File: src/pkg/oma_pkg.sv
// constants and types for the operating-mode arbiter
// Summary of operation
// - mode changes only on selector move or remote request
// - run position gives Run mode, no edits
// - run position refuses edit, download, firmware update
// - run or program position ignores remote requests
// - run to remote enters Remote Run
// - program to remote enters Remote Program
// - Remote Test only by remote request at remote
// - Remote Run adds edits and remote changes
// - Remote Program adds remote mode changes
// - Remote Test runs tasks, outputs take program-state values, no download
// - non-logic outputs take configured on, off or hold
// - Program mode: no tasks, no message initiation (replies and tags stay on), download allowed
// - only centre position allows remote mode choice
package oma_pkg;
	// selector positions as sampled from the switch
	typedef enum logic [1:0] {
		SEL_RUN = 2'h0,
		SEL_REMOTE = 2'h1,
		SEL_PROGRAM = 2'h2,
		SEL_NONE = 2'h3
	} oma_sel_t;
	// remote request codes
	localparam logic [1:0] REQ_REM_PROGRAM = 2'h0;
	localparam logic [1:0] REQ_REM_RUN = 2'h1;
	localparam logic [1:0] REQ_REM_TEST = 2'h2;
	// program-state output choices per output bit
	localparam logic [1:0] OUT_OFF = 2'h0;
	localparam logic [1:0] OUT_ON = 2'h1;
	localparam logic [1:0] OUT_HOLD = 2'h2;
	// operating modes
	typedef enum logic [2:0] {
		MODE_RUN,
		MODE_REM_RUN,
		MODE_REM_TEST,
		MODE_REM_PROGRAM,
		MODE_PROGRAM
	} oma_mode_t;
	// reset values
	localparam logic [2:0] SYNC_RESET = 3'h0;
endpackage

File: src/oma_out_stage.sv
// output stage: logic-driven or configured program-state value per output
`timescale 1ns/1ps
`default_nettype none
module oma_out_stage #(
	parameter int WIDTH = 8
) (
	// clock and reset
	input wire logic clk,
	input wire logic rst,
	// control
	input wire logic logicControl,
	input wire logic [WIDTH-1:0] logicOut,
	input wire logic [2*WIDTH-1:0] progStateCfg,
	// result
	output logic [WIDTH-1:0] outputs
);
	typedef struct packed {
		logic [WIDTH-1:0] outVal;
	} oma_os_t;
	oma_os_t state_reg;
	oma_os_t state_next;

	// each bit chooses logic value or its own program-state choice
	always_comb begin
		state_next = state_reg;
		for (int i = 0; i < WIDTH; i++) begin
			if (logicControl) begin
				state_next.outVal[i] = logicOut[i];
			end else if (progStateCfg[2*i +: 2] == oma_pkg::OUT_ON) begin
				state_next.outVal[i] = 1'b1;
			end else if (progStateCfg[2*i +: 2] == oma_pkg::OUT_OFF) begin
				state_next.outVal[i] = 1'b0;
			end else begin
				state_next.outVal[i] = state_reg.outVal[i]; // hold last value
			end
		end
	end

	// register
	always_ff @(posedge clk or posedge rst) begin
		if (rst) begin
			state_reg <= '0;
		end else begin
			state_reg <= state_next;
		end
	end

	assign outputs = state_reg.outVal;

	a_forced_on: assert property (@(posedge clk) disable iff (rst)
		(!logicControl && progStateCfg[1:0] == oma_pkg::OUT_ON) |=> outputs[0])
		else $error("forced-on output not high");
	a_hold_last: assert property (@(posedge clk) disable iff (rst)
		(!logicControl && progStateCfg[1:0] == oma_pkg::OUT_HOLD) |=> $stable(outputs[0]))
		else $error("held output changed");
endmodule
`default_nettype wire

File: src/oma_arbiter.sv
// operating-mode arbiter: selector, remote requests and permissions
`timescale 1ns/1ps
`default_nettype none
module oma_arbiter #(
	parameter int OUT_WIDTH = 8
) (
	// clock and reset
	input wire logic clk,
	input wire logic rst,
	// mode switch pins, one-hot-ish, asynchronous
	input wire logic selectorRunPosition,
	input wire logic selectorRemotePosition,
	input wire logic selectorProgramPosition,
	// remote tool request, same clock
	input wire logic remoteReqValid,
	input wire logic [1:0] remoteReqMode,
	// remote tool answer
	output logic remoteReqAccepted,
	output logic remoteReqRejected,
	// requests checked against the mode
	input wire logic editReq,
	input wire logic downloadReq,
	input wire logic firmwareReq,
	output logic editGranted,
	output logic downloadGranted,
	output logic firmwareGranted,
	// output data path
	input wire logic [OUT_WIDTH-1:0] logicOut,
	input wire logic [2*OUT_WIDTH-1:0] progStateCfg,
	output logic [OUT_WIDTH-1:0] moduleOutputs,
	// permissions and mode
	output logic [2:0] opMode,
	output logic taskExecEnable,
	output logic outputControlEnable,
	output logic onlineEditEnable,
	output logic downloadEnable,
	output logic remoteChangeEnable,
	output logic messageInitEnable,
	output logic tagExchangeEnable,
	output logic messageReplyEnable
);
	typedef struct packed {
		logic [2:0] syncRun;
		logic [2:0] syncRem;
		logic [2:0] syncProg;
		oma_pkg::oma_sel_t selPrev;
		logic started;
		oma_pkg::oma_mode_t mode;
		logic accepted;
		logic rejected;
		logic editG;
		logic downloadG;
		logic firmwareG;
	} oma_state_t;
	oma_state_t state_reg;
	oma_state_t state_next;

	oma_pkg::oma_sel_t selNow;
	logic remoteAllowed;

	// stable position after two synchroniser stages; bit 1 is the safe one
	always_comb begin
		if (state_reg.syncRun[1]) begin
			selNow = oma_pkg::SEL_RUN;
		end else if (state_reg.syncProg[1]) begin
			selNow = oma_pkg::SEL_PROGRAM;
		end else if (state_reg.syncRem[1]) begin
			selNow = oma_pkg::SEL_REMOTE;
		end else begin
			selNow = oma_pkg::SEL_NONE; // between detents: keep mode
		end
	end

	// remote changes only in the remote modes, i.e. centre position
	assign remoteAllowed = (state_reg.mode == oma_pkg::MODE_REM_RUN) ||
		(state_reg.mode == oma_pkg::MODE_REM_TEST) ||
		(state_reg.mode == oma_pkg::MODE_REM_PROGRAM);

	// next-state: synchronise, follow selector, arbitrate remote requests
	always_comb begin
		state_next = state_reg;
		state_next.syncRun = {state_reg.syncRun[1:0], selectorRunPosition};
		state_next.syncRem = {state_reg.syncRem[1:0], selectorRemotePosition};
		state_next.syncProg = {state_reg.syncProg[1:0], selectorProgramPosition};
		state_next.accepted = 1'b0;
		state_next.rejected = 1'b0;
		if (selNow != oma_pkg::SEL_NONE) begin
			state_next.selPrev = selNow;
		end
		if (!state_reg.started) begin
			// first settled sample after reset picks the mode
			if (selNow != oma_pkg::SEL_NONE) begin
				state_next.started = 1'b1;
				unique case (selNow)
					oma_pkg::SEL_RUN: state_next.mode = oma_pkg::MODE_RUN;
					oma_pkg::SEL_PROGRAM: state_next.mode = oma_pkg::MODE_PROGRAM;
					default: state_next.mode = oma_pkg::MODE_REM_PROGRAM;
				endcase
			end
		end else if (selNow != oma_pkg::SEL_NONE && selNow != state_reg.selPrev) begin
			// selector movement wins over a remote request in the same cycle
			unique case (selNow)
				oma_pkg::SEL_RUN: state_next.mode = oma_pkg::MODE_RUN;
				oma_pkg::SEL_PROGRAM: state_next.mode = oma_pkg::MODE_PROGRAM;
				default: begin
					if (state_reg.selPrev == oma_pkg::SEL_RUN) begin
						state_next.mode = oma_pkg::MODE_REM_RUN;
					end else begin
						state_next.mode = oma_pkg::MODE_REM_PROGRAM;
					end
				end
			endcase
			state_next.rejected = remoteReqValid;
		end else if (remoteReqValid) begin
			if (remoteAllowed && selNow == oma_pkg::SEL_REMOTE) begin
				state_next.accepted = 1'b1;
				case (remoteReqMode)
					oma_pkg::REQ_REM_RUN: state_next.mode = oma_pkg::MODE_REM_RUN;
					oma_pkg::REQ_REM_TEST: state_next.mode = oma_pkg::MODE_REM_TEST;
					oma_pkg::REQ_REM_PROGRAM: state_next.mode = oma_pkg::MODE_REM_PROGRAM;
					default: begin
						state_next.accepted = 1'b0;
						state_next.rejected = 1'b1; // unknown code
					end
				endcase
			end else begin
				state_next.rejected = 1'b1;
			end
		end
		// grants follow the mode in force when the request is seen
		state_next.editG = editReq && (state_reg.mode != oma_pkg::MODE_RUN) &&
			state_reg.started;
		state_next.downloadG = downloadReq && state_reg.started &&
			((state_reg.mode == oma_pkg::MODE_PROGRAM) ||
			(state_reg.mode == oma_pkg::MODE_REM_PROGRAM));
		state_next.firmwareG = firmwareReq && state_reg.started &&
			(selNow != oma_pkg::SEL_RUN) && (state_reg.mode != oma_pkg::MODE_RUN);
	end

	// register the whole state
	always_ff @(posedge clk or posedge rst) begin
		if (rst) begin
			state_reg <= '{syncRun: oma_pkg::SYNC_RESET, syncRem: oma_pkg::SYNC_RESET,
				syncProg: oma_pkg::SYNC_RESET, selPrev: oma_pkg::SEL_NONE, started: 1'b0,
				mode: oma_pkg::MODE_PROGRAM, accepted: 1'b0, rejected: 1'b0,
				editG: 1'b0, downloadG: 1'b0, firmwareG: 1'b0};
		end else begin
			state_reg <= state_next;
		end
	end

	// permission decode; until the first sample the block stays passive
	always_comb begin
		taskExecEnable = 1'b0;
		outputControlEnable = 1'b0;
		onlineEditEnable = 1'b0;
		downloadEnable = 1'b0;
		remoteChangeEnable = 1'b0;
		messageInitEnable = 1'b0;
		tagExchangeEnable = state_reg.started;
		messageReplyEnable = state_reg.started;
		if (state_reg.started) begin
			unique case (state_reg.mode)
				oma_pkg::MODE_RUN: begin
					taskExecEnable = 1'b1;
					outputControlEnable = 1'b1;
					messageInitEnable = 1'b1;
				end
				oma_pkg::MODE_REM_RUN: begin
					taskExecEnable = 1'b1;
					outputControlEnable = 1'b1;
					messageInitEnable = 1'b1;
					onlineEditEnable = 1'b1;
					remoteChangeEnable = 1'b1;
				end
				oma_pkg::MODE_REM_TEST: begin
					taskExecEnable = 1'b1;
					messageInitEnable = 1'b1;
					onlineEditEnable = 1'b1;
					remoteChangeEnable = 1'b1;
				end
				oma_pkg::MODE_REM_PROGRAM: begin
					downloadEnable = 1'b1;
					onlineEditEnable = 1'b1;
					remoteChangeEnable = 1'b1;
				end
				oma_pkg::MODE_PROGRAM: begin
					downloadEnable = 1'b1;
					onlineEditEnable = 1'b1;
				end
			endcase
		end
	end

	assign opMode = state_reg.mode;
	assign remoteReqAccepted = state_reg.accepted;
	assign remoteReqRejected = state_reg.rejected;
	assign editGranted = state_reg.editG;
	assign downloadGranted = state_reg.downloadG;
	assign firmwareGranted = state_reg.firmwareG;

	// outputs leave logic control whenever the mode does not drive them
	oma_out_stage #(
		.WIDTH(OUT_WIDTH)
	) u_out (
		.clk(clk),
		.rst(rst),
		.logicControl(outputControlEnable),
		.logicOut(logicOut),
		.progStateCfg(progStateCfg),
		.outputs(moduleOutputs)
	);

	a_run_no_edit: assert property (@(posedge clk) disable iff (rst)
		(state_reg.mode == oma_pkg::MODE_RUN && editReq) |=> !editGranted)
		else $error("edit granted in Run mode");
	a_remote_ignored: assert property (@(posedge clk) disable iff (rst)
		(remoteReqValid && selNow != oma_pkg::SEL_REMOTE) |=> !remoteReqAccepted)
		else $error("remote request accepted off centre");
	a_run_to_rem: assert property (@(posedge clk) disable iff (rst)
		(state_reg.started && state_reg.selPrev == oma_pkg::SEL_RUN &&
		selNow == oma_pkg::SEL_REMOTE) |=> opMode == oma_pkg::MODE_REM_RUN)
		else $error("run to remote did not give Remote Run");
	a_selector_program_position_to_rem: assert property (@(posedge clk) disable iff (rst)
		(state_reg.started && state_reg.selPrev == oma_pkg::SEL_PROGRAM &&
		selNow == oma_pkg::SEL_REMOTE) |=> opMode == oma_pkg::MODE_REM_PROGRAM)
		else $error("program to remote did not give Remote Program");
	a_test_by_req: assert property (@(posedge clk) disable iff (rst)
		(opMode != oma_pkg::MODE_REM_TEST) ##1 (opMode == oma_pkg::MODE_REM_TEST) |->
		$past(remoteReqValid) && $past(remoteReqMode) == oma_pkg::REQ_REM_TEST)
		else $error("Remote Test entered without request");
	a_test_outputs: assert property (@(posedge clk) disable iff (rst)
		opMode == oma_pkg::MODE_REM_TEST |-> taskExecEnable && !outputControlEnable
		&& !downloadEnable)
		else $error("Remote Test permissions wrong");
	a_selector_program_position_no_task: assert property (@(posedge clk) disable iff (rst)
		(state_reg.started && opMode == oma_pkg::MODE_PROGRAM) |->
		!taskExecEnable && !messageInitEnable && downloadEnable)
		else $error("Program mode permissions wrong");
	a_run_perm: assert property (@(posedge clk) disable iff (rst)
		(state_reg.started && opMode == oma_pkg::MODE_RUN) |->
		outputControlEnable && !onlineEditEnable && !remoteChangeEnable)
		else $error("Run mode permissions wrong");
	a_remrun_perm: assert property (@(posedge clk) disable iff (rst)
		(state_reg.started && opMode == oma_pkg::MODE_REM_RUN) |->
		onlineEditEnable && remoteChangeEnable && !downloadEnable)
		else $error("Remote Run permissions wrong");
	a_remprog_perm: assert property (@(posedge clk) disable iff (rst)
		(state_reg.started && opMode == oma_pkg::MODE_REM_PROGRAM) |->
		remoteChangeEnable && downloadEnable && !taskExecEnable)
		else $error("Remote Program permissions wrong");
	a_stable_mode: assert property (@(posedge clk) disable iff (rst)
		(state_reg.started && !remoteReqValid && selNow == state_reg.selPrev) |=>
		$stable(opMode))
		else $error("mode changed with no cause");
	a_reset_remote: assert property (@(posedge clk) disable iff (rst)
		(!state_reg.started && selNow == oma_pkg::SEL_REMOTE) |=>
		opMode == oma_pkg::MODE_REM_PROGRAM)
		else $error("remote at reset did not give Remote Program");
endmodule
`default_nettype wire

File: config.mk
export PLATFORM = sky130hd
export DESIGN_NAME = oma_arbiter
export DESIGN_NICKNAME = d
export VERILOG_FILES = /design/src/pkg/oma_pkg.sv /design/src/oma_out_stage.sv /design/src/oma_arbiter.sv
export SDC_FILE = /design/constraint.sdc
export NUM_CORES = 1
export LEC_CHECK = 0
export BUFFER_PORTS_ARGS = -buffer_cell sky130_fd_sc_hd__buf_2
export CELL_PAD_IN_SITES_DETAIL_PLACEMENT = 0
export CELL_PAD_IN_SITES_GLOBAL_PLACEMENT = 1
export CORE_MARGIN = 10
export CORE_UTILIZATION = 29
export CTS_CLUSTER_DIAMETER = 80
export DETAILED_ROUTE_END_ITERATION = 10
export GPL_TIMING_DRIVEN = 0
export PLACE_DENSITY_LB_ADDON = 0.1
export SETUP_SLACK_MARGIN = 0.3
export SLEW_MARGIN = 40
export SYNTH_ARGS = -nofsm -noshare
export SYNTH_HDL_FRONTEND = slang
export SYNTH_SLANG_ARGS = --single-unit
File: constraint.sdc
create_clock -name clk -period 1.3 [get_ports clk]
set_input_delay 0.195 -clock clk [delete_from_list [all_inputs] [get_ports clk]]
set_output_delay 0.195 -clock clk [all_outputs]
set_load 0.01 [all_outputs]
# == Word-level counts from Yosys, hierarchy flattened ==
# Index checks and enable logic that the tools add are counted.
# word_totals
rom_bits,0
mem_bits_rw,0
mem_count,0
reg_bits,25
inputBits,35
elab_cells,134
out_inout_bits,24
latch_bits,0
# classes
n_addsub,0
n_eq_ne,21
n_div,0
bitwise_logic,0
n_mul,0
n_reduce_logical,42
shift,0
n_mux,52
n_lt_le_gt_ge,0
# op_table
cell,n
2-to-1 mux 1 bit,38
nonzero test 3 bit,9
logical NOT 2 bit,11
"equality test 2 x 1 -> 1 bit, second input constant",10
2-to-1 mux 2 bit,6
case mux 3 bit (2 select lines),2
logical AND 1 bit,9
case mux 3 bit (3 select lines),1
OR reduction 3 bit,3
2-to-1 mux 4 bit,2
"equality test 3 x 2 -> 1 bit, second input constant",2
2-to-1 mux 3 bit,2
2-to-1 mux 5 bit,1
"inequality test 5 x 1 -> 1 bit, second input constant",1
"equality test 2 bit, second input constant",2
AND reduction 4 bit,1
nonzero test 2 bit,2
OR reduction 2 bit,2
OR reduction 4 bit,1
"equality test 3 x 1 -> 1 bit, second input constant",1
"equality test 3 bit, second input constant",1
logical NOT 3 bit,1
logical OR 1 bit,3
"inequality test 3 x 1 -> 1 bit, second input constant",1
other kinds (3),3

# == Longest topological paths before layout ==
# depth
ltp_word,9
mapped_depth,5
ltp_nobuf,4

# == Hierarchy ==
# A second synthesis with hierarchy kept.
# unflattened
hier_cells,106
hier_area_um2,1141.1
# by_module_without_submodules
module,cells_per_inst,seq_area_each_um2,n_inst,area_per_inst_um2
oma_arbiter,72,429.2,1,775.7
oma_out_stage,34,200.2,1,365.4

# == Worst setup path after synthesis ==
# No wires, ideal clock.
# synth_timing
path_kind,register -> register
from,"reg state_reg, in the netlist state_next[13]"
to,"reg state_reg, in the netlist opMode[0]"
required_ns,1.174
synth_period_minus_slack_ns,1.456
path_stages_with_launch,5
arrival_time_ns,1.331
setup_ns,0.126
n_path_buf,0
setup_slack_ns,-0.156
path_cell_list,dfrtp_1 -> nor4b_4 -> nand3_2 -> a2111o_1 -> o311a_1
# synth_between
elab_chain_len,6
word_cells_on_any_way,19
classes_between,eq/ne: 7; mux: 7; reduce/logical: 5
# synth_rtl
element,line,rtl
from (decl),oma_arbiter.sv:55,oma_state_t state_reg;
from (signal assigned),oma_arbiter.sv:143,"state_reg <= '{syncRun: oma_pkg::SYNC_RESET, syncRem: oma_pkg::SYNC_RESET,"
from (signal assigned),oma_arbiter.sv:148,state_reg <= state_next;
2-to-1 mux 2 bit *,oma_arbiter.sv:65,end else if (state_reg.syncProg[1]) begin
2-to-1 mux 2 bit *,oma_arbiter.sv:63,if (state_reg.syncRun[1]) begin
"inequality test 2 bit, or another cell as far along","oma_arbiter.sv:92, oma_arbiter.sv:100",
"logical AND 1 bit, or another cell as far along",oma_arbiter.sv:100,end else if (selNow != oma_pkg::SEL_NONE && selNow != state_reg.selPrev) begin
"inequality test 5 x 1 -> 1 bit (no line), or another cell as far along",-,
AND reduction 4 bit (no line) / 2-to-1 mux 3 bit (equally long branches),-,
# Every way passes the cells marked *; elsewhere a longest branch is shown, timed or not. The select of a mux whose other input is x is not followed.
# A chain may end at the register's enable or synchronous reset.

# == Worst setup path after layout ==
# layout_timing
from,"reg state_reg, in the netlist opMode[1]"
to,out downloadEnable
# layout_between
elab_chain_len,4
word_cells_on_any_way,5
classes_between,eq/ne: 2; mux: 2; reduce/logical: 1
# layout_rtl
element,line,rtl
equality test 3 bit / equality test 3 x 2 -> 1 bit (equally long branches),oma_arbiter.sv:163,unique case (state_reg.mode)
OR reduction 2 bit (no line) *,-,
2-to-1 mux 1 bit *,oma_arbiter.sv:163,
2-to-1 mux 1 bit *,oma_arbiter.sv:162,if (state_reg.started) begin
to (decl),oma_arbiter.sv:36,"output logic downloadEnable,"
# Every way passes the cells marked *; elsewhere a longest branch is shown, timed or not.

==> impl_metrics.yaml <==
pwr:
  p_int_mw: 1.55
  switching_share_pct: 27.8
  total_power_mw: 2.14
  p_leak_nw: 1.08
  clockPowerShare_pct: 20.5
  power_density_nw_per_um2: 1000
  switchingPower_uw: 594
  vdd_drop_max_mv: 0.620
  combinationalPowerShare_pct: 37.0
  pwr-share-seq_pct: 42.5
yosys:
  syn_area_per_cell_um2: 10.7
  yosysMostFrequentCell: "dfrtp_1"
  synth_compound_area_share_pct: 16.1
  synth_area_leaders: "dfrtp_1, mux2i_1, dfstp_2"
  yosysTopAreaCell: "dfrtp_1"
  ys_warn_count: 0
  synth-edff-count: 0
  synth.cell_area_um2: 1180
  synth.mux.area_fraction_pct: 6.77
  synth.distinct_cells: 38
  async_flop_share_pct: 100
  syn_inst: 111
  synth_xor_area_share_pct: 0.740
  ys_ff_latch: 25
  synth_common_cells: "dfrtp_1, nand2_1, o21ai_0, mux2i_1, nor2_1"
  ys.flop_type: "dfrtp_1"
  yosysSeqAreaShare_pct: 53.2
  syn-num-nets: 146
  synth_fa_ha_area_share_pct: 0
  yosys.area_share.simple_pct: 17.7
  synth_top_family_by_area: "simple AND/OR/NAND/NOR gates"
  netlist.area_leader.share_pct: 46.5
clocking:
  cts_buffers: 3
  clk_path_buf_depth: 2
  tritoncts: "yes"
  h-tree-depth: 1
  cts.sinks: 25
  clockRootBuffer: "clkbuf_8"
  clkLatencyLatePin_ns: 0.26
  clkTransAtPathRegs_ns: 0.08
die:
  start_util_pct: 29.8
  die_w_um: 83.9
  die_h_um: 83.9
  dieArea_um2: 7040
  io_pins: 59
  core_um2: 3970
  rows: 23
sta:
  rsz0062_at_grt: "yes"
  worst_slack_ns: -0.262
  final.min_clock_period_ns: 1.56
  fmax_mhz: 640
  relSlewSlack_pct: 65.8
  finalSetupViolations: 16
  drv_slew: 0
  skew_ns: 0.00146
  worst_pin_slew_ns: 0.513
  final_hold_viol_count: 0
  period_share_pct: 120
critical_path:
  critPathCaptureType: "output port"
  rrSetupSlack_ns: -0.16
  worstSetupPathType: "register to output port"
  startpoint_type: "register"
  critPathMaxFanout: 5
  cp.arrival_ns: 1.37
  cp.required_ns: 1.11
place:
  place.port_buffers: 58
  hpwl_um: 2570
  pre_cts_ws_ns: -0.305
  gp_congestion: 0.732
routing:
  ant_nets: 0
  wire_per_inst_um: 14.3
  dr.pass1.iters: 4
  routed-via-count: 1197
  drc: 0
  drt_iter0_markers: 38
  routed_wirelength_um: 3780
  routed_via_density: 4.53
flow_run:
  drv_cap: 0
cells_and_area:
  diodes: 0
  area_growth_pct: 80.8
  final_nets: 250
  layout-drive-gt1-share_pct: 69.6
  largest_register_ffs: 8
global_routing:
  grt_max_degree: 26
  grt_overflow: 0
  grtUsageMet1_pct: 11.8
  grtUsageTotal_pct: 9.78
  met3_usage_pct: 3.42
  antenna_found_initial: 0
  grt_pass1_wl_um: 5870
  busiest_layer: "met2"
  grt_pass1_vias: 1167
  use_met2_pct: 16.5
run_status:
  status: "finished, violations left"
  violations: "negative setup slack"
min_path:
  hp-class: "primary input to register"
[cell families after synthesis]
family,count (synthesis)
flops,25
buf+inv,12
mux,8
simple gates,37
xor+xnor,1
compound gates,28
[final cells by class]
type                       instances  area (um^2)
multi-input combinational         74          614
inverter                           4         15.0
timing repair buffer              99          698
tap                               50         62.6
buffer                             8         68.8
fill                             363         1830
sequential                        25          636
clock buffer                       4         45.0
[worst paths after layout]
| check | depth (start not counted) | from | end |
|---|---|---|---|
| hold reg to reg | 0 | state_next[12] | state_next[13] |
| min in group asynchronous | 3 | rst | u_out.outputs[4] |
| hold / removal | 1 | selectorRunPosition | state_next[18] |
| setup / recovery | 6 | opMode[1] | downloadEnable |
| setup reg to reg | 4 | state_next[19] | opMode[0] |
| max in group asynchronous | 3 | rst | messageReplyEnable |
[metrics by stage]
| stage | cells | hold WS (ns) | cell area, um^2 | setup TNS [ns] | util (%) |
|---|---|---|---|---|---|
| after floorplan | 111 | 0.220 | 1190 | -0.183 | - |
| final | 264 | 0.0344 | 2140 | -2.18 | 53.9 |
| after global placement | 219 | 0.305 | 1540 | -1.73 | 38.9 |
| after detailed placement | 219 | 0.268 | 1540 | -1.83 | 38.9 |
| after global routing | 264 | 0.0132 | 2140 | -3.31 | 53.9 |
| after CTS | 241 | 0.0204 | 1860 | -1.75 | 46.8 |
[critical path, cell delays in order (launching register included)]
cell and delay, ns:
dfrtp_2 0.45, buf_6 0.14, nor2_4 0.13, nand2_2 0.07
o21ai_2 0.07, and2_1 0.13, buf_2 0.12
[power by group through the flow]
stage / Clock [mW] / Combinational, mW / Sequential, mW
finish: 0.438 / 0.793 / 0.910
global placement: 0 / 0.441 / 0.926
global route: 0.513 / 0.864 / 0.921
detailed placement: 0 / 0.443 / 0.929
floorplan: 0 / 0.223 / 0.946
CTS: 0.476 / 0.611 / 0.905
[cells in the final DEF (no fill, tap or decap), drive strengths merged]
cell type / instances
and2: 1
or3: 1
o21a: 1
nor3b: 1
dfstp: 3
mux2i: 8
nand2b: 3
nand2: 13
nor4b: 1
a2bb2oi: 1
o32a: 1
nand3b: 1
o211a: 1
and3: 4
a311o: 1
a21oi: 5
xnor2: 1
clkbuf: 6
o211ai: 1
nand3: 2
or2: 1
dfrtp: 22
nor2: 7
dlygate4sd3: 1
o21ai: 11
a21boi: 2
a21bo: 1
and4: 1
buf: 104
inv: 4
o22ai: 1
o311a: 1
a2111o: 1
nor2b: 1
[layer usage]
| metal | share of wire [%] | routed length (um) |
|---|---|---|
| met5 | 0 | 0 |
| met4 | 0.34 | 13 |
| met3 | 6.9 | 261 |
| met2 | 51 | 1910 |
| met1 | 42 | 1590 |
[repair_timing]
item / CTS / global route
endpoints found under the hold margin: 22 / 0
pin swaps: 13 / 17
hold buffers: 1 / 0
setup buffers: 17 / 23
endpoints found under the setup margin: 28 / 37
resized for setup: 30 / 37
Power figures use the tool's default switching activity.
